[src/design/sbcs_map.vh]
// sbcs_map.vh - constants for the status byte / command sync block
// assumes inclusion by bare name from the design files
`ifndef SBCS_MAP_VH
`define SBCS_MAP_VH
// status byte bit positions
`define SBCS_BIT_MEAS      0
`define SBCS_BIT_UNUSED    1
`define SBCS_BIT_ERRQ      2
`define SBCS_BIT_QUES      3
`define SBCS_BIT_MAV       4
`define SBCS_BIT_ESB       5
`define SBCS_BIT_MSS       6
`define SBCS_BIT_OPER      7
// reset values
`define SBCS_SRE_RESET     8'h00
`define SBCS_STB_RESET     8'h00
// command codes on the command port
`define SBCS_CMD_NONE      4'h0
`define SBCS_CMD_INIT      4'h1
`define SBCS_CMD_INIT_CONT 4'h2
`define SBCS_CMD_TRG       4'h3
`define SBCS_CMD_WAI       4'h4
`define SBCS_CMD_TST       4'h5
`define SBCS_CMD_SRE_WR    4'h6
`define SBCS_CMD_STB_RD    4'h7
`define SBCS_CMD_SRE_RD    4'h8
`define SBCS_CMD_OTHER     4'h9
// self-test result codes
`define SBCS_TST_PASS      8'h00
`define SBCS_TST_FAIL      8'h01
// trigger source selection code for bus trigger
`define SBCS_SRC_BUS       2'h1
`endif

[src/design/sbcs_top.v]
// sbcs_top.v - status byte summary, service request, bus trigger gating,
// rom self-test and wait-to-continue command sequencing.
// assumes one 100 mhz clock, synchronous reset, inputs synchronous to clock,
// and a command parser that presents one decoded command per i_cmd_valid.
// Notes on behaviour
// - every status bit except bits one and six follows its source register or queue; bit one is always zero
// - bit six sets while any enabled summary condition is present
// - reading the status byte never clears it; only sources, or a new enable mask for bit six, clear it
// - status byte query returns the byte value, binary form shows bits
// - bit zero set when a measurement event is recorded
// - bit two set while the error queue holds a message
// - bit three set while the questionable summary is present
// - bit four set while output queue has a message; sent when talked
// - bit five set when an enabled standard event is recorded
// - bit seven set when an enabled operation event is recorded
// - pending service request reported as rqs during serial poll
// - trigger command acts exactly like a group execute trigger
// - bus trigger acts only when trigger source is the bus setting
// - self-test runs rom checksum, queues 0 on pass, 1 on fail
// - sequential command completes before the next one starts
// - wait command holds later commands until overlapped work finishes
// - only initiate, continuous initiate and trigger are overlapped
// - initiate leaves idle; complete only once idle again
// - bus trigger complete once trigger pointer has settled
// - service request enable mask cleared at power-up
// - service request raised when a status bit and its mask bit are set
`timescale 1ns/1ns
`include "sbcs_map.vh"
module sbcs_top #(
    parameter ROM_AW = 4
) (
    input  wire       i_clock,
    input  wire       i_rst,
    // summary sources
    input  wire       i_meas_event,
    input  wire       i_error_queue_nonempty,
    input  wire       i_questionable_summary,
    input  wire       i_outq_nonempty,
    input  wire       i_std_event_summary,
    input  wire       i_operation_summary,
    // bus side
    input  wire       i_serial_poll,
    input  wire       i_get,
    input  wire       i_talk_addressed,
    // decoded command port
    input  wire       i_cmd_valid,
    input  wire [3:0] i_cmd,
    input  wire [7:0] i_cmd_data,
    // trigger model side
    input  wire [1:0] i_trig_source,
    input  wire       i_idle,
    input  wire       i_trig_settled,
    output reg        o_cmd_ready,
    output reg        o_cmd_done,
    output reg        o_initiate,
    output reg        o_bus_trigger,
    output reg  [7:0] o_status_byte,
    output reg  [7:0] o_sre,
    output reg        o_srq,
    output reg  [7:0] o_poll_byte,
    output reg        o_poll_valid,
    output reg  [7:0] o_resp_data,
    output reg        o_resp_valid,
    output reg        o_talk_send
);
    localparam ST_IDLE = 2'd0;
    localparam ST_TEST = 2'd1;
    localparam ST_WAIT = 2'd2;
    localparam ST_SEQ  = 2'd3;

    reg [1:0]        state_ff;
    reg [1:0]        nxt_state;
    reg [ROM_AW-1:0] addr_ff;
    reg [ROM_AW-1:0] nxt_addr;
    reg [7:0]        sum_ff;
    reg [7:0]        nxt_sum;
    reg              rd_ok_ff;
    reg              nxt_rd_ok;
    reg              last_ff;
    reg              nxt_last;
    reg              init_pend_ff;
    reg              nxt_init_pend;
    reg              trg_pend_ff;
    reg              nxt_trg_pend;
    reg [7:0]        sre_ff;
    reg [7:0]        nxt_sre;
    reg [7:0]        stb_raw;
    reg              mss;
    reg              trig_fire;
    wire [7:0]       rom_data;

    // true when a command is one of the three overlapped kinds
    function is_overlapped;
        input [3:0] c;
        begin
            is_overlapped = (c == `SBCS_CMD_INIT) || (c == `SBCS_CMD_INIT_CONT)
                         || (c == `SBCS_CMD_TRG);
        end
    endfunction

    sbcs_rom #(
        .AW     (ROM_AW)
    ) u_rom (
        .i_clock (i_clock),
        .i_addr  (addr_ff),
        .o_data  (rom_data)
    );

    // status byte assembled straight from sources, mss from mask
    always @* begin
        stb_raw = `SBCS_STB_RESET;
        stb_raw[`SBCS_BIT_MEAS] = i_meas_event;
        stb_raw[`SBCS_BIT_ERRQ] = i_error_queue_nonempty;
        stb_raw[`SBCS_BIT_QUES] = i_questionable_summary;
        stb_raw[`SBCS_BIT_MAV]  = i_outq_nonempty;
        stb_raw[`SBCS_BIT_ESB]  = i_std_event_summary;
        stb_raw[`SBCS_BIT_OPER] = i_operation_summary;
        stb_raw[`SBCS_BIT_UNUSED] = 1'b0;
        mss = |(stb_raw & sre_ff & ~(8'h01 << `SBCS_BIT_MSS));
        stb_raw[`SBCS_BIT_MSS] = mss;
    end

    // bus trigger from either get or trigger command, gated by source
    always @* begin
        trig_fire = 1'b0;
        if (i_trig_source == `SBCS_SRC_BUS) begin
            trig_fire = i_get ||
                (i_cmd_valid && o_cmd_ready && i_cmd == `SBCS_CMD_TRG);
        end
    end

    // command sequencer: overlapped tracking, wait hold, self-test walk
    always @* begin
        nxt_state     = state_ff;
        nxt_addr      = addr_ff;
        nxt_sum       = sum_ff;
        nxt_rd_ok     = 1'b0;
        nxt_last      = 1'b0;
        nxt_sre       = sre_ff;
        nxt_init_pend = init_pend_ff;
        nxt_trg_pend  = trg_pend_ff;
        // initiate complete only on return to idle
        if (init_pend_ff && i_idle && !o_initiate) begin
            nxt_init_pend = 1'b0;
        end
        // trigger complete once pointer settles
        if (trg_pend_ff && i_trig_settled && !o_bus_trigger) begin
            nxt_trg_pend = 1'b0;
        end
        if (trig_fire) begin
            nxt_trg_pend = 1'b1;
        end
        case (state_ff)
            ST_IDLE: begin
                if (i_cmd_valid && o_cmd_ready) begin
                    if (is_overlapped(i_cmd)) begin
                        if (i_cmd != `SBCS_CMD_TRG) begin
                            nxt_init_pend = 1'b1;
                        end
                    end else if (i_cmd == `SBCS_CMD_WAI) begin
                        nxt_state = ST_WAIT;
                    end else if (i_cmd == `SBCS_CMD_TST) begin
                        nxt_state = ST_TEST;
                        nxt_addr  = {ROM_AW{1'b0}};
                        nxt_sum   = 8'h00;
                        nxt_rd_ok = 1'b0;                // old rom word, not summed
                    end else begin
                        if (i_cmd == `SBCS_CMD_SRE_WR) begin
                            nxt_sre = i_cmd_data;
                        end
                        nxt_state = ST_SEQ;
                    end
                end
            end
            ST_TEST: begin
                // rom data lags its address by one cycle, so add under rd_ok_ff
                if (rd_ok_ff) begin
                    nxt_sum = sum_ff + rom_data;
                end
                if (!last_ff) begin
                    nxt_rd_ok = 1'b1;
                    if (addr_ff != {ROM_AW{1'b1}}) begin
                        nxt_addr = addr_ff + {{(ROM_AW-1){1'b0}}, 1'b1};
                    end else begin
                        nxt_last = 1'b1;
                    end
                end else if (rd_ok_ff) begin
                    nxt_last = 1'b1;                         // final word still adding
                end else begin
                    nxt_state = ST_IDLE;
                end
            end
            ST_WAIT: begin
                if (!init_pend_ff && !trg_pend_ff) begin
                    nxt_state = ST_IDLE;
                end
            end
            ST_SEQ: begin
                nxt_state = ST_IDLE;
            end
            default: begin
                nxt_state = ST_IDLE;
            end
        endcase
    end

    // state registers
    always @(posedge i_clock) begin
        if (i_rst) begin
            state_ff     <= ST_IDLE;
            addr_ff      <= {ROM_AW{1'b0}};
            sum_ff       <= 8'h00;
            rd_ok_ff     <= 1'b0;
            last_ff      <= 1'b0;
            init_pend_ff <= 1'b0;
            trg_pend_ff  <= 1'b0;
            sre_ff       <= `SBCS_SRE_RESET;
        end else begin
            state_ff     <= nxt_state;
            addr_ff      <= nxt_addr;
            sum_ff       <= nxt_sum;
            rd_ok_ff     <= nxt_rd_ok;
            last_ff      <= nxt_last;
            init_pend_ff <= nxt_init_pend;
            trg_pend_ff  <= nxt_trg_pend;
            sre_ff       <= nxt_sre;
        end
    end

    // registered outputs
    always @(posedge i_clock) begin
        if (i_rst) begin
            o_cmd_ready   <= 1'b0;
            o_cmd_done    <= 1'b0;
            o_initiate    <= 1'b0;
            o_bus_trigger <= 1'b0;
            o_status_byte <= `SBCS_STB_RESET;
            o_sre         <= `SBCS_SRE_RESET;
            o_srq         <= 1'b0;
            o_poll_byte   <= `SBCS_STB_RESET;
            o_poll_valid  <= 1'b0;
            o_resp_data   <= 8'h00;
            o_resp_valid  <= 1'b0;
            o_talk_send   <= 1'b0;
        end else begin
            o_cmd_ready   <= (nxt_state == ST_IDLE) && !(i_cmd_valid && o_cmd_ready);
            o_cmd_done    <= (state_ff == ST_IDLE && i_cmd_valid && o_cmd_ready
                              && nxt_state == ST_IDLE) || (state_ff != ST_IDLE
                              && nxt_state == ST_IDLE);
            o_initiate    <= (state_ff == ST_IDLE) && i_cmd_valid && o_cmd_ready
                              && (i_cmd == `SBCS_CMD_INIT || i_cmd == `SBCS_CMD_INIT_CONT);
            o_bus_trigger <= trig_fire;
            o_status_byte <= stb_raw;
            o_sre         <= nxt_sre;
            o_srq         <= mss;
            o_poll_valid  <= i_serial_poll;
            o_poll_byte   <= stb_raw;
            o_talk_send   <= i_talk_addressed && i_outq_nonempty;
            o_resp_valid  <= 1'b0;
            if (state_ff == ST_IDLE && i_cmd_valid && o_cmd_ready) begin
                if (i_cmd == `SBCS_CMD_STB_RD) begin
                    o_resp_data  <= stb_raw;
                    o_resp_valid <= 1'b1;
                end else if (i_cmd == `SBCS_CMD_SRE_RD) begin
                    o_resp_data  <= sre_ff;
                    o_resp_valid <= 1'b1;
                end
            end
            if (state_ff == ST_TEST && last_ff && !rd_ok_ff) begin
                o_resp_data  <= (sum_ff == 8'h00) ? `SBCS_TST_PASS
                                                  : `SBCS_TST_FAIL;
                o_resp_valid <= 1'b1;
            end
        end
    end
endmodule

[src/design/sbcs_rom.v]
// sbcs_rom.v - small firmware rom image read by the self-test checksum walker
// assumes one clock; read data registered, one cycle latency
`timescale 1ns/1ns
module sbcs_rom #(
    parameter AW = 4
) (
    input  wire          i_clock,
    input  wire [AW-1:0] i_addr,
    output reg  [7:0]    o_data
);
    // constant contents; the last word balances the sum to zero mod 256
    function [7:0] rom_word;
        input [AW-1:0] a;
        begin
            rom_word = {4'h0, a[3:0]} ^ 8'h5a;
            if (a == {AW{1'b1}}) begin
                rom_word = 8'hdd;
            end
        end
    endfunction

    // registered read port
    always @(posedge i_clock) begin
        o_data <= rom_word(i_addr);
    end
endmodule

[config.mk]
export PLATFORM = sky130hd
export DESIGN_NAME = sbcs_top
export DESIGN_NICKNAME = d
export VERILOG_FILES = /design/src/design/sbcs_top.v /design/src/design/sbcs_rom.v
export VERILOG_INCLUDE_DIRS = /design/src /design/src/design
export SDC_FILE = /design/constraint.sdc
export NUM_CORES = 1
export LEC_CHECK = 0
export ABC_CLOCK_PERIOD_IN_PS = 2730
export BUFFER_PORTS_ARGS = -buffer_cell sky130_fd_sc_hd__buf_2
export CAP_MARGIN = 15
export CORE_MARGIN = 2
export CORE_UTILIZATION = 54
export CTS_BUF_LIST = sky130_fd_sc_hd__clkbuf_4
export DETAILED_ROUTE_END_ITERATION = 6
export MAX_ROUTING_LAYER = met4
export PLACE_DENSITY = 0.8
export SKIP_LAST_GASP = 1
export SLEW_MARGIN = 20
export SYNTH_ARGS = -nofsm -noshare
export SYNTH_HDL_FRONTEND = slang
export SYNTH_SLANG_ARGS = --single-unit
[constraint.sdc]
create_clock -name i_clock -period 2.73 [get_ports i_clock]
set_input_delay 0.1365 -clock i_clock [delete_from_list [all_inputs] [get_ports i_clock]]
set_output_delay 0.1365 -clock i_clock [all_outputs]
set_load 0.01 [all_outputs]
## Word level (Yosys, flattened, before mapping)

Cells that the tools add are included.

- Add/subtract/negate cells: 2
- Equal/unequal tests: 22
- Mux-type cells: 43
- Bitwise gates (word level): 6
- Reductions and logical operators: 40

Operators with widths:

| kind | count |
|---|---|
| 8-bit 2-to-1 mux | 10 |
| 4-bit 2-to-1 mux | 6 |
| 1-bit 2-to-1 mux | 17 |
| 4-bit by 3-bit == test with 1-bit output (second input constant) | 4 |
| 1-bit logical AND | 16 |
| 8-bit case mux with 2 select lines | 1 |
| 2-bit 2-to-1 mux | 7 |
| 2-bit inequality test (second input constant) | 7 |
| 6-bit AND reduction | 2 |
| 8-bit adder | 1 |
| 8-bit bitwise AND | 1 |
| 4-bit by 2-bit == test with 1-bit output (second input constant) | 2 |
| 4-bit == test (second input constant) | 2 |
| 8-bit zero test | 1 |
| 2-bit case mux with 4 select lines | 1 |
| 4-bit case mux with 2 select lines | 1 |
| 2-bit nonzero test | 4 |
| 7-bit AND reduction | 1 |
| 7-bit OR reduction | 1 |
| 1-bit zero test | 6 |
| 4-bit by 1-bit adder with 4-bit output (second input constant) | 1 |
| 2-bit by 1-bit == test with 1-bit output (second input constant) | 2 |
| 2-bit == test (second input constant) | 2 |
| 4-bit by 1-bit == test with 1-bit output (second input constant) | 1 |
| 9 further kinds | 16 |

- Register bits after elaboration: 58
- Word-level logic and storage cells: 134

## Logic depth before layout (Yosys ltp)

Gate-level depths: netlist (run 1).

- Word-level depth: 9
- Mapped depth: 7

## Cells and area by module

Synthesis (run 1) repeated with hierarchy kept, for this count alone.

- Cell total of the unflattened synthesis: 271
- Area, all modules: 2,522.4 µm²

By module, submodules not included:

| module | instances | cells each | area an instance (µm²) |
|---|---|---|---|
| sbcs_top | 1 | 254 | 2,357.3 |
| sbcs_rom | 1 | 17 | 165.2 |

## Least setup slack after synthesis (run 1)

No wires, ideal clock.

- Path kind: register to register
- Start point: register sum_ff[2]
- End point: register sum_ff[7]
- Library setup time: 122 ps
- Arrival: 1,828 ps
- Required time: 2,608 ps
- Path slack: 780 ps
- Cell stages (with the launch flop): 6
- Path buffers: 0
- Cells stage by stage: dfxtp_1 > ha_1 > and3_1 > a2111oi_4 > mux2_2 > a221o_1

- Longest elaborated chain between the ends: 3

RTL lines:

| item | line | source |
|---|---|---|
| start: declaration | sbcs_top.v:75 | `reg [7:0] sum_ff;` |
| start signal: assignment | sbcs_top.v:221 | `sum_ff <= nxt_sum;` |
| 8-bit adder | sbcs_top.v:178 | `nxt_sum = sum_ff + rom_data;` |
| 8-bit 2-to-1 mux | sbcs_top.v:177 | `if (rd_ok_ff) begin` |
| 8-bit case mux with 2 select lines | sbcs_top.v:153 | `case (state_ff)` |

Every way passes these cells. The select of a mux whose other input is x is not followed.
A chain may end at the register's enable or synchronous reset.

## Worst setup path in the final report (run 1)

Ends and elaborated chain as after synthesis.

==> metrics.csv, run 1 <==
stage,metric,value,unit
route,final_antenna_net_count,0,
cells_and_area,num-nets-final,351,
setup_path,critical_path_required,3.01,ns
cts,setup_bufs_post_cts,0,
global_routing,grt_pass1_wl,8960,microns
route,drt-wirelength-per-cell,14.4,microns
pwr,power.sequential.fraction,58.2,%
die,floorplan.initialDensity,56.1,%
cells_and_area,mostFrequentLayoutCell,sky130_fd_sc_hd__buf_2,
min_path,worst_hold_startpoint,i_trig_source[0],
cells_and_area,diodes,0,
sta,setup_total_negative_slack,0,ns
pwr,p_switching,338,uW
sta,fin_worst_skew,0.00886,ns
synthesis,synth_instances,252,
synthesis,post_synth_instance_area,2440,sq um
route,vias_per_cell,5.65,
synthesis,syn_area_per_cell,9.69,sq um
route,overall_via_count_from_detail_route,2090,
synthesis,yosysWarningCount,0,
setup_path,worst_path_cell_chain,"ha_1, and3_1, a2111oi_4, mux2_2, a221o_1",
sta,max-slew-margin-rel,62.3,%
placed_design,detailed_place_hpwl,3700,microns
cells_and_area,layout_common_cells,"sky130_fd_sc_hd__buf_2 (65), sky130_fd_sc_hd__dfxtp_1 (53), sky130_fd_sc_hd__nand2_1 (18), sky130_fd_sc_hd__nor2_1 (18), sky130_fd_sc_hd__mux2i_1 (16)",
route,drt_wl_total,5330,microns
synthesis,synth.ff_latch_count,53,
setup_path,r2r-end,sum_ff[7],
sta,finalSetupViolations,0,
synthesis,ys.flop_type,sky130_fd_sc_hd__dfxtp_1,
global_routing,vias_in_the_first_global_route,1918,
synthesis,ys_seq_area_share,43.4,%
cts,clkSlewWorstSetupHoldPaths,0.15,ns
setup_path,largest_fanout_on_the_critical_path,5,
cells_and_area,area.growth.synth_to_final,18.7,%
setup_path,ff2ff_setup_slack,0.67,ns
global_routing,grt_start_max_net_pins,31,
min_path,hold_class,in -> reg,
sta,timing.fmax,485,MHz
cts,cts_buffers,5,
setup_path,timing.critical_path.slowest_cell_delay,0.39,ns
setup_path,critical-path-slowest-cell,sky130_fd_sc_hd__a2111oi_4,
die,ioPinCount,68,
die,die_h,71.3,microns
pwr,power.leakage,1.32,nW
outcome,status,finished clean,
setup_path,worst_reg2reg_path_length_in_cells,5,
global_routing,grt_util_all_layers,22.9,%
global_routing,grt_antenna_before_repair,0,
setup_path,endpoint_kind,flop,
setup_path,timing.critical_path.buf_inv,0,
min_path,hold-path-endpoint,o_bus_trigger,
cts,htreeDepth,2,
placed_design,io_buffer_count,65,
cts,cts_tree,built,
synthesis,post_synth_num_cell_types,60,
flow_run,maxCapViolations,0,
cts,clock_latency_on_the_worst_skew_pair,0.38,ns
setup_path,crit_arrival,2.34,ns
route,iter_0_drt_violations,131,
synthesis,number_of_synthesized_flops_with_an_enable_pin,0,
cts,clkSinkCount,53,
setup_path,largest_delay_contributor_family_on_the_critical_path,compound AO/OA/AOI/OAI gates,
placed_design,finalWeightedCongestion,0.802,
cells_and_area,final_layout_size_suffix_gt1_share,25.5,%
sta,period_share,75.5,%
pwr,power.share.combinational,10.2,%
setup_path,timing.setup.critical_path_class,reg -> reg,
pwr,ir_worst_vdd,0.354,mV
synthesis,postSynth.asyncResetShare,0,%
cts,clock_tree.root_cell,sky130_fd_sc_hd__clkbuf_4,
sta,unrepaired_setup_endpoints_after_global_routing,no,
die,core_area,4350,sq um
die,std_cell_rows,24,
pwr,power_report.internal_total,1.05,mW
global_routing,grt_overflow,0,
pwr,switching_share,24.3,%
die,die_area,5080,sq um
route,detail_route.first_pass.iterations,4,
sta,worst-slew-pin-transition,0.566,ns
pwr,clkPwrFrac,31.6,%
placed_design,placed_area,2690,sq um
pwr,power_density,478,nW/um^2
cts,cts.path.max_buffers,2,
sta,finalWorstPathRequiredPeriod,2.06,ns
sta,slew_violations,0,
sta,finalHoldViolations,0,
cells_and_area,layout.cell_area.non_filler,2900,sq um
setup_path,critPathLaunchType,flop,
route,number_of_remaining_drc_errors,0,
setup_path,worst_r2r_startpoint,sum_ff[2],
die,floorplan.die.width,71.3,microns
min_path,worst_hold_path.num_cells,2,
repair_timing:
action / in CTS / in global routing
resized for setup: 0 / 0
hold endpoints to repair: 13 / 0
hold buffers: 13 / 0
setup endpoints to repair: 0 / 0
power groups by stage:
stage,clock [mW],sequential (mW),combinational [mW]
global route,0.469,0.811,0.157
detailed placement,0,0.824,0.126
global placement,0,0.823,0.124
CTS,0.447,0.807,0.141
finish,0.438,0.807,0.142
floorplan,0,0.825,0.0871
logic make-up (layout without fill, tap and decap cells):
group | Yosys count | count (layout) | share of synthesized area [%]
AND/OR/NAND/NOR | 82 | 82 | 18.7
AO/OA/AOI/OAI | 60 | 60 | 18.5
multiplexers | 17 | 17 | 7.02
adder cells (fa/ha/maj) | 6 | 6 | 3.38
other | 1 | 2 | 0.154
flip-flops | 53 | 53 | 43.4
buffers and inverters | 28 | 93 | 7.02
XOR/XNOR | 5 | 5 | 1.79
synth_stat cells, drive strengths merged, types with 2 or more instances:
| library cell | instances | area share, % |
|---|---|---|
| nor4b | 3 | 1.1 |
| a31o | 2 | 0.72 |
| a21o | 2 | 0.61 |
| a211oi | 3 | 0.92 |
| nand2b | 7 | 1.8 |
| and2 | 2 | 0.51 |
| dfxtp | 53 | 43 |
| o211a | 2 | 0.82 |
| a31oi | 2 | 0.51 |
| clkbuf | 5 | 0.77 |
| xnor2 | 4 | 1.4 |
| a2111oi | 2 | 1.5 |
| ha | 5 | 2.6 |
| nand3 | 2 | 0.41 |
| nand2 | 18 | 2.8 |
| a22o | 2 | 0.72 |
| o21ai | 11 | 2.3 |
| and3 | 3 | 0.77 |
| and4bb | 2 | 1.0 |
| a21oi | 11 | 2.4 |
| buf | 16 | 5.2 |
| nor2 | 18 | 2.8 |
| nor3 | 6 | 1.4 |
| or3 | 3 | 0.77 |
| mux2i | 16 | 6.6 |
| a22oi | 4 | 1.2 |
| nor4 | 2 | 0.51 |
| inv | 7 | 1.1 |
| nor2b | 8 | 2.0 |
| o2bb2ai | 7 | 2.5 |
| o21a | 2 | 0.61 |
registers in the layout, summed over array words and instances (netlist names), 2 cells and up:
signal / count
o_resp_data: 8
o_sre: 8
sum_ff: 8
o_poll_byte: 7
u_rom.o_data: 5
addr_ff: 4
state_ff: 2
worst reg2reg max path: stages, from the launching register on:
cell,delay [ns]
sky130_fd_sc_hd__dfxtp_1,0.36
sky130_fd_sc_hd__ha_1,0.36
sky130_fd_sc_hd__and3_1,0.22
sky130_fd_sc_hd__a2111oi_4,0.39
sky130_fd_sc_hd__mux2_2,0.38
sky130_fd_sc_hd__a221o_1,0.26
cell type report:
| cell class | instances | area, sq um |
|---|---|---|
| Multi-Input combinational cell | 172 | 1210 |
| Fill cell | 342 | 1450 |
| Clock buffer | 5 | 37.5 |
| Clock inverter | 3 | 41.3 |
| Timing Repair Buffer | 78 | 455 |
| Sequential cell | 53 | 1060 |
| Tap cell | 52 | 65.1 |
| Inverter | 7 | 26.3 |
how the worst max path moves through the flow:
| stage | from | end | slack, ns | cells after the start |
|---|---|---|---|---|
| floorplan | sum_ff[2] | sum_ff[7] | 0.78 | 5 |
| global placement | sum_ff[2] | sum_ff[7] | 0.74 | 5 |
| detailed placement | sum_ff[3] | sum_ff[7] | 0.68 | 5 |
| CTS | sum_ff[2] | sum_ff[7] | 0.67 | 5 |
| global route | sum_ff[3] | sum_ff[7] | 0.61 | 5 |
| finish | sum_ff[2] | sum_ff[7] | 0.67 | 5 |
routing by layer:
layer  vias to the layer above  track usage (%)  wire [microns]
met5                         -                -               0
met4                         0             9.22              84
met3                        10             2.95             217
met2                        50             37.1            2710
met1                      1001             29.1            2320
li1                       1029                -               -
stage by stage:
step	setup WS (ns)	cells	hold slack, ns	util (%)	total power [mW]
4_1_cts	0.670	370	0.00299	66.6	1.40
5_1_grt	0.609	370	0.0108	66.6	1.44
3_3_place_gp	0.740	349	0.339	61.8	0.948
6_report	0.669	370	0.00553	66.6	1.39
2_1_floorplan	0.780	253	0.231	-	0.912
3_5_place_dp	0.680	349	0.341	61.8	0.950
(Power assumes the default switching activity.)
==> run 2, diff against run 1 <==
--- a/config.mk
+++ b/config.mk
@@ -6,7 +6,8 @@
 export SDC_FILE = /design/constraint.sdc
 export NUM_CORES = 1
 export LEC_CHECK = 0
-export ABC_CLOCK_PERIOD_IN_PS = 2730
+export ABC_AREA = 1
+export ABC_CLOCK_PERIOD_IN_PS = 2000
 export BUFFER_PORTS_ARGS = -buffer_cell sky130_fd_sc_hd__buf_2
 export CAP_MARGIN = 15
 export CORE_MARGIN = 2
==> constraint.sdc (replaced) <==
create_clock -name i_clock -period 2 [get_ports i_clock]
set_input_delay 0.1 -clock i_clock [delete_from_list [all_inputs] [get_ports i_clock]]
set_output_delay 0.1 -clock i_clock [all_outputs]
set_load 0.01 [all_outputs]
==> metrics.csv, run 2 <==
stage,metric,value,unit
outcome,status,finished clean,
synthesis,number_of_synthesized_flops_with_an_enable_pin,0,
cells_and_area,final_layout_size_suffix_gt1_share,25.5,%
sta,fin_worst_skew,0.00680,ns
pwr,ir_worst_vdd,0.390,mV
route,vias_per_cell,4.99,
synthesis,post_synth_num_cell_types,36,
setup_path,endpoint_kind,flop,
sta,finalSetupViolations,0,
cts,clkSinkCount,53,
sta,unrepaired_setup_endpoints_after_global_routing,no,
die,core_area,4350,sq um
synthesis,yosysWarningCount,0,
global_routing,grt_start_max_net_pins,23,
setup_path,critPathLaunchType,flop,
synthesis,postSynth.asyncResetShare,0,%
die,die_h,71.3,microns
cells_and_area,area.growth.synth_to_final,19.8,%
synthesis,top_area_cell_type_share_of_the_netlist_area,43.4,%
global_routing,grt_antenna_before_repair,0,
route,drt-wirelength-per-cell,12.5,microns
cts,htreeDepth,2,
sta,finalHoldViolations,0,
placed_design,io_buffer_count,65,
placed_design,finalWeightedCongestion,0.935,
min_path,hold_class,in -> reg,
synthesis,synth_instances,316,
cts,hold_buffers,14,
die,floorplan.initialDensity,56.2,%
pwr,power.leakage,1.46,nW
route,overall_via_count_from_detail_route,2194,
cells_and_area,mostFrequentLayoutCell,sky130_fd_sc_hd__buf_2,
synthesis,syn_area_per_cell,7.74,sq um
global_routing,grt_overflow,0,
global_routing,grt_pass1_wl,9340,microns
pwr,power_density,613,nW/um^2
global_routing,grt_util_all_layers,23.8,%
cts,cts_buffers,5,
die,floorplan.die.width,71.3,microns
cells_and_area,storage_cell_area,1060,sq um
sta,period_share,75.1,%
setup_path,critical_path_required,2.32,ns
synthesis,ys.flop_type,sky130_fd_sc_hd__dfxtp_1,
route,detail_route.first_pass.iterations,4,
cells_and_area,multi_input_logic_area,1120,sq um
cts,cts_tree,built,
setup_path,largest_fanout_on_the_critical_path,3,
sta,setup_total_negative_slack,0,ns
sta,timing.fmax,666,MHz
cells_and_area,num-nets-final,422,
synthesis,post_synth_instance_area,2450,sq um
global_routing,vias_in_the_first_global_route,2066,
pwr,power.total,1.80,mW
route,number_of_remaining_drc_errors,0,
sta,finalWorstPathRequiredPeriod,1.50,ns
setup_path,ff2ff_setup_slack,0.50,ns
synthesis,ys_seq_area_share,43.4,%
cts,clkSlewWorstSetupHoldPaths,0.15,ns
cts,post_cts_resized,0,
synthesis,synth_common_cells,"sky130_fd_sc_hd__nand2_1 (64), sky130_fd_sc_hd__dfxtp_1 (53), sky130_fd_sc_hd__inv_1 (39)",
sta,slew_violations,0,
route,drt_wl_total,5480,microns
setup_path,crit_arrival,1.82,ns
cells_and_area,layout_common_cells,"sky130_fd_sc_hd__buf_2 (65), sky130_fd_sc_hd__nand2_1 (64), sky130_fd_sc_hd__dfxtp_1 (53)",
cts,setup_bufs_post_cts,0,
placed_design,detailed_place_hpwl,3950,microns
synthesis,synth.largest_area_cell,sky130_fd_sc_hd__dfxtp_1,
die,std_cell_rows,24,
cells_and_area,fill_cells,367,
setup_path,timing.setup.critical_path_class,reg -> reg,
route,iter_0_drt_violations,168,
route,final_antenna_net_count,0,
cts,clock_latency_on_the_worst_skew_pair,0.38,ns
synthesis,synthTopCellsByArea,"sky130_fd_sc_hd__dfxtp_1 (43%), sky130_fd_sc_hd__nand2_1 (9.8%), sky130_fd_sc_hd__inv_1 (6.0%)",
flow_run,maxCapViolations,0,
cts,cts.path.max_buffers,2,
cells_and_area,layout_top_registers,"o_resp_data: 8 flops, o_sre: 8 flops, sum_ff: 8 flops",
cells_and_area,diodes,0,
synthesis,most_used_standard_cell_by_instance_count_after_synthesis,sky130_fd_sc_hd__nand2_1,
die,ioPinCount,68,
synthesis,synth.ff_latch_count,53,
cts,clock_tree.root_cell,sky130_fd_sc_hd__clkbuf_4,
die,die_area,5080,sq um
-- run 2: cell count changes in the layout (fill, tap and decap cells not counted), moves of 6 or more --
cell,previous run,this run
sky130_fd_sc_hd__o21ai_0,10,16
sky130_fd_sc_hd__nor2b_1,8,0
sky130_fd_sc_hd__inv_1,7,39
sky130_fd_sc_hd__nor2_1,18,28
sky130_fd_sc_hd__mux2i_1,16,0
sky130_fd_sc_hd__nand2_1,18,64
sky130_fd_sc_hd__o21ai_1,1,8
sky130_fd_sc_hd__o2bb2ai_1,7,0
sky130_fd_sc_hd__a21oi_1,10,20
sky130_fd_sc_hd__nand3_1,2,13
sky130_fd_sc_hd__nand2_2,0,7
sky130_fd_sc_hd__nand2b_1,7,0
-- run 2: worst paths after layout --
check	startpoint	end	cells past startpoint
max	sum_ff[0]	sum_ff[6]	7
min reg2reg	last_ff	rd_ok_ff	1
max reg2reg	sum_ff[0]	sum_ff[6]	7
min	i_cmd_data[4]	o_sre[4]	3
-- run 2: cells by family after synthesis --
kind of cell | Yosys count | share of synthesized area (%)
and+or+nand+nor | 136 | 27.6
AOI/OAI and AO/OA | 57 | 13.4
DFF | 53 | 43.4
buffers and inverters | 60 | 11.0
xor gates and xnor gates | 3 | 1.07
other | 1 | 0.153
adders and majority gates | 6 | 3.38
-- run 2: layout make-up --
| class | count | area share, % |
|---|---|---|
| clock buffer | 5 | 1.28 |
| clock inverter | 2 | 0.384 |
| inverter | 44 | 5.63 |
| multi-input combinational | 204 | 38.2 |
| sequential | 53 | 36.2 |
| tap | 52 | 2.22 |
| timing repair buffer | 80 | 16.1 |
-- run 2: routing by layer --
metal	vias to the layer above	GRT usage (%)	routed length [microns]
met3	11	5.20	302
met1	985	28.1	2350
met2	58	40.2	2720
met4	0	7.97	110
li1	1140	-	-
met5	-	-	0
-- run 2: per-stage QoR --
stage	area (sq um)	util, %	cells	hold WS [ns]	setup WS [ns]
6_report	2930	67.3	440	0.00652	0.498
5_1_grt	2930	67.3	440	0.0157	0.378
4_1_cts	2930	67.3	440	0.000308	0.489
3_5_place_dp	2740	63.0	419	0.308	0.533
3_3_place_gp	2740	63.0	419	0.304	0.560
2_1_floorplan	2450	-	317	0.207	0.613
-- run 2: worst max-delay path, cell delays in order (launching register included) --
cell and delay [ns]:
sky130_fd_sc_hd__dfxtp_1 0.35, sky130_fd_sc_hd__ha_1 0.23, sky130_fd_sc_hd__fa_1 0.42, sky130_fd_sc_hd__nand3_1 0.13, sky130_fd_sc_hd__nand3_1 0.07, sky130_fd_sc_hd__nand2_1 0.06
sky130_fd_sc_hd__nand4_1 0.07, sky130_fd_sc_hd__a21oi_1 0.13
-- run 2: where the power goes --
| part | total, mW | internal [mW] | switching [mW] |
|---|---|---|---|
| Combinational | 0.235 | 0.0950 | 0.140 |
| Sequential | 1.10 | 1.09 | 0.0172 |
| Clock | 0.458 | 0.127 | 0.331 |
==> run 3, diff against run 2 <==
--- a/config.mk
+++ b/config.mk
@@ -6,8 +6,8 @@
 export SDC_FILE = /design/constraint.sdc
 export NUM_CORES = 1
 export LEC_CHECK = 0
-export ABC_AREA = 1
-export ABC_CLOCK_PERIOD_IN_PS = 2000
+export ABC_AREA = 0
+export ABC_CLOCK_PERIOD_IN_PS = 1400
 export BUFFER_PORTS_ARGS = -buffer_cell sky130_fd_sc_hd__buf_2
 export CAP_MARGIN = 15
 export CORE_MARGIN = 2
==> constraint.sdc (replaced) <==
create_clock -name i_clock -period 1.4 [get_ports i_clock]
set_input_delay 0.07 -clock i_clock [delete_from_list [all_inputs] [get_ports i_clock]]
set_output_delay 0.07 -clock i_clock [all_outputs]
set_load 0.01 [all_outputs]
==> metrics.csv, run 3 (synthesis results as in run 1) <==
stage,metric,value,unit
die,std_cell_rows,24,
global_routing,grt_start_max_net_pins,18,
route,drt_wl_total,7790,microns
min_path,worst_hold_startpoint,i_rst,
die,floorplan.die.width,71.3,microns
cells_and_area,diodes,0,
placed_design,pre_cts_ws,-0.561,ns
pwr,power.share.combinational,16.6,%
sta,layout_setup_ws,-0.471,ns
cts,cts_buffers,5,
min_path,hold_class,in -> reg,
die,ioPinCount,68,
min_path,hold-path-endpoint,sum_ff[5],
route,detail_route.first_pass.iterations,4,
sta,timing.fmax,534,MHz
route,number_of_remaining_drc_errors,0,
pwr,switching_share,28.0,%
pwr,p_switching,768,uW
sta,finalHoldViolations,0,
pwr,ir_worst_vdd,0.840,mV
sta,slew_violations,0,
route,final_antenna_net_count,0,
route,drt-wirelength-per-cell,18.1,microns
outcome,status,"finished, violations left",
die,floorplan.initialDensity,56.1,%
sta,unrepaired_setup_endpoints_after_global_routing,yes,
die,core_area,4350,sq um
pwr,power.sequential.fraction,57.0,%
setup_path,crit_arrival,2.17,ns
setup_path,largest_fanout_on_the_critical_path,2,
setup_path,r2r-end,sum_ff[7],
min_path,worst_hold_path.num_cells,2,
cts,clock_tree.root_cell,sky130_fd_sc_hd__clkbuf_4,
placed_design,finalWeightedCongestion,0.861,
outcome,violations_in_the_final_reports,setup timing,
global_routing,grt_antenna_before_repair,0,
cells_and_area,final_layout_size_suffix_gt1_share,47.1,%
pwr,power_report.internal_total,1.97,mW
setup_path,worst_reg2reg_path_length_in_cells,5,
route,overall_via_count_from_detail_route,2492,
setup_path,worst_r2r_startpoint,u_rom.o_data[1],
cells_and_area,area.growth.synth_to_final,50.1,%
setup_path,endpoint_kind,flop,
sta,worst-slew-pin-transition,0.779,ns
sta,period_share,134,%
cts,clkSinkCount,53,
sta,max-slew-margin-rel,47.3,%
cts,cts_tree,built,
cells_and_area,finalCoreUtilization,84.2,%
global_routing,grt_overflow,0,
die,die_h,71.3,microns
cells_and_area,layout_common_cells,"sky130_fd_sc_hd__buf_2 (65), sky130_fd_sc_hd__buf_4 (45), sky130_fd_sc_hd__dfxtp_1 (44)",
global_routing,vias_in_the_first_global_route,2312,
cells_and_area,mostFrequentLayoutCell,sky130_fd_sc_hd__buf_2,
cells_and_area,num-nets-final,411,
global_routing,grt_util_all_layers,28.0,%
cts,htreeDepth,2,
pwr,power_density,748,nW/um^2
sta,finalWorstPathRequiredPeriod,1.87,ns
pwr,clkPwrFrac,26.3,%
global_routing,grt_pass1_wl,10700,microns
sta,finalSetupViolations,13,
placed_design,io_buffer_count,65,
route,vias_per_cell,5.80,
placed_design,detailed_place_hpwl,4480,microns
flow_run,maxCapViolations,0,
die,die_area,5080,sq um
sta,fin_worst_skew,0.0256,ns
setup_path,ff2ff_setup_slack,-0.47,ns
cells_and_area,layout_top_registers,"o_resp_data: 8 flops, o_sre: 8 flops, sum_ff: 8 flops",
cts,clkSlewWorstSetupHoldPaths,0.14,ns
route,iter_0_drt_violations,132,
cts,clock_latency_on_the_worst_skew_pair,0.41,ns
cts,cts.path.max_buffers,2,
pwr,power.leakage,1.65,nW
setup_path,critPathLaunchType,flop,
setup_path,critical_path_required,1.70,ns
setup_path,timing.setup.critical_path_class,reg -> reg,
run 3: cell types whose count changed in the layout (fill, tap and decap cells not counted), sizes merged, moves of 9 or more:
| cell | change |
|---|---|
| a21oi | -9 |
| inv | -37 |
| buf | +50 |
| mux2i | +16 |
| nand2 | -56 |
| nand3 | -14 |
| o21ai | -13 |
| nor2 | -17 |
run 3: metal layers:
metal	global-route usage (%)	wire length (microns)	up-vias
met5	-	0	-
met4	11.3	242	0
met3	5.49	388	24
met2	49.1	4240	110
met1	31.2	2920	1205
li1	-	-	1153
run 3: layout make-up:
cell class	instances	area (sq um)
repair buffers	138	951
well taps	52	65.1
inverters	7	26.3
clock buffers	5	37.5
multi-input cells	172	1490
fillers	211	688
flip-flops and latches	53	1070
clock inverters	3	22.5
run 3: per-stage QoR:
step,total power [mW],setup TNS [ns],cell area (sq um),instances,hold slack [ns]
after floorplan,1.78,-1.31,2510,253,0.164
final,2.74,-2.00,3670,430,0.0460
after global placement,1.91,-3.11,3080,394,0.274
after detailed placement,1.92,-4.04,3080,394,0.279
after CTS,2.67,-1.44,3480,426,0.0302
after global routing,2.83,-2.74,3670,430,0.0505
run 3: worst max path at each step:
| stage | start | to | slack [ns] | cells past startpoint |
|---|---|---|---|---|
| 2_1_floorplan | u_rom.o_data[1] | sum_ff[7] | -0.44 | 5 |
| 3_3_place_gp | sum_ff[3] | sum_ff[7] | -0.47 | 5 |
| 3_5_place_dp | sum_ff[0] | sum_ff[4] | -0.56 | 7 |
| 4_1_cts | u_rom.o_data[1] | sum_ff[7] | -0.48 | 5 |
| 5_1_grt | sum_ff[2] | sum_ff[7] | -0.52 | 5 |
| 6_report | u_rom.o_data[1] | sum_ff[7] | -0.47 | 5 |
run 3: what timing repair did:
action | 4_1_cts | 5_1_grt
resized for setup | 26 | 31
hold endpoints to repair | 23 | 0
setup endpoints to repair | 26 | 22
cloned | 0 | 0
hold buffers | 22 | 0
pin swaps | 9 | 12
setup buffers | 2 | 4
run 3: power groups by stage:
| stage | sequential [mW] | combinational (mW) | clock [mW] |
|---|---|---|---|
| final | 1.56 | 0.456 | 0.722 |
| after global routing | 1.57 | 0.484 | 0.773 |
| after CTS | 1.56 | 0.394 | 0.711 |
| after detailed placement | 1.59 | 0.330 | 0 |
| after global placement | 1.59 | 0.321 | 0 |
| after floorplan | 1.61 | 0.176 | 0 |
run 3: worst max-delay path: stages, from the launching register on:
cell and delay [ns]:
sky130_fd_sc_hd__dfxtp_2 0.36, sky130_fd_sc_hd__ha_4 0.23, sky130_fd_sc_hd__a21o_1 0.19, sky130_fd_sc_hd__a2111oi_4 0.42, sky130_fd_sc_hd__mux2_4 0.33, sky130_fd_sc_hd__a221o_1 0.25
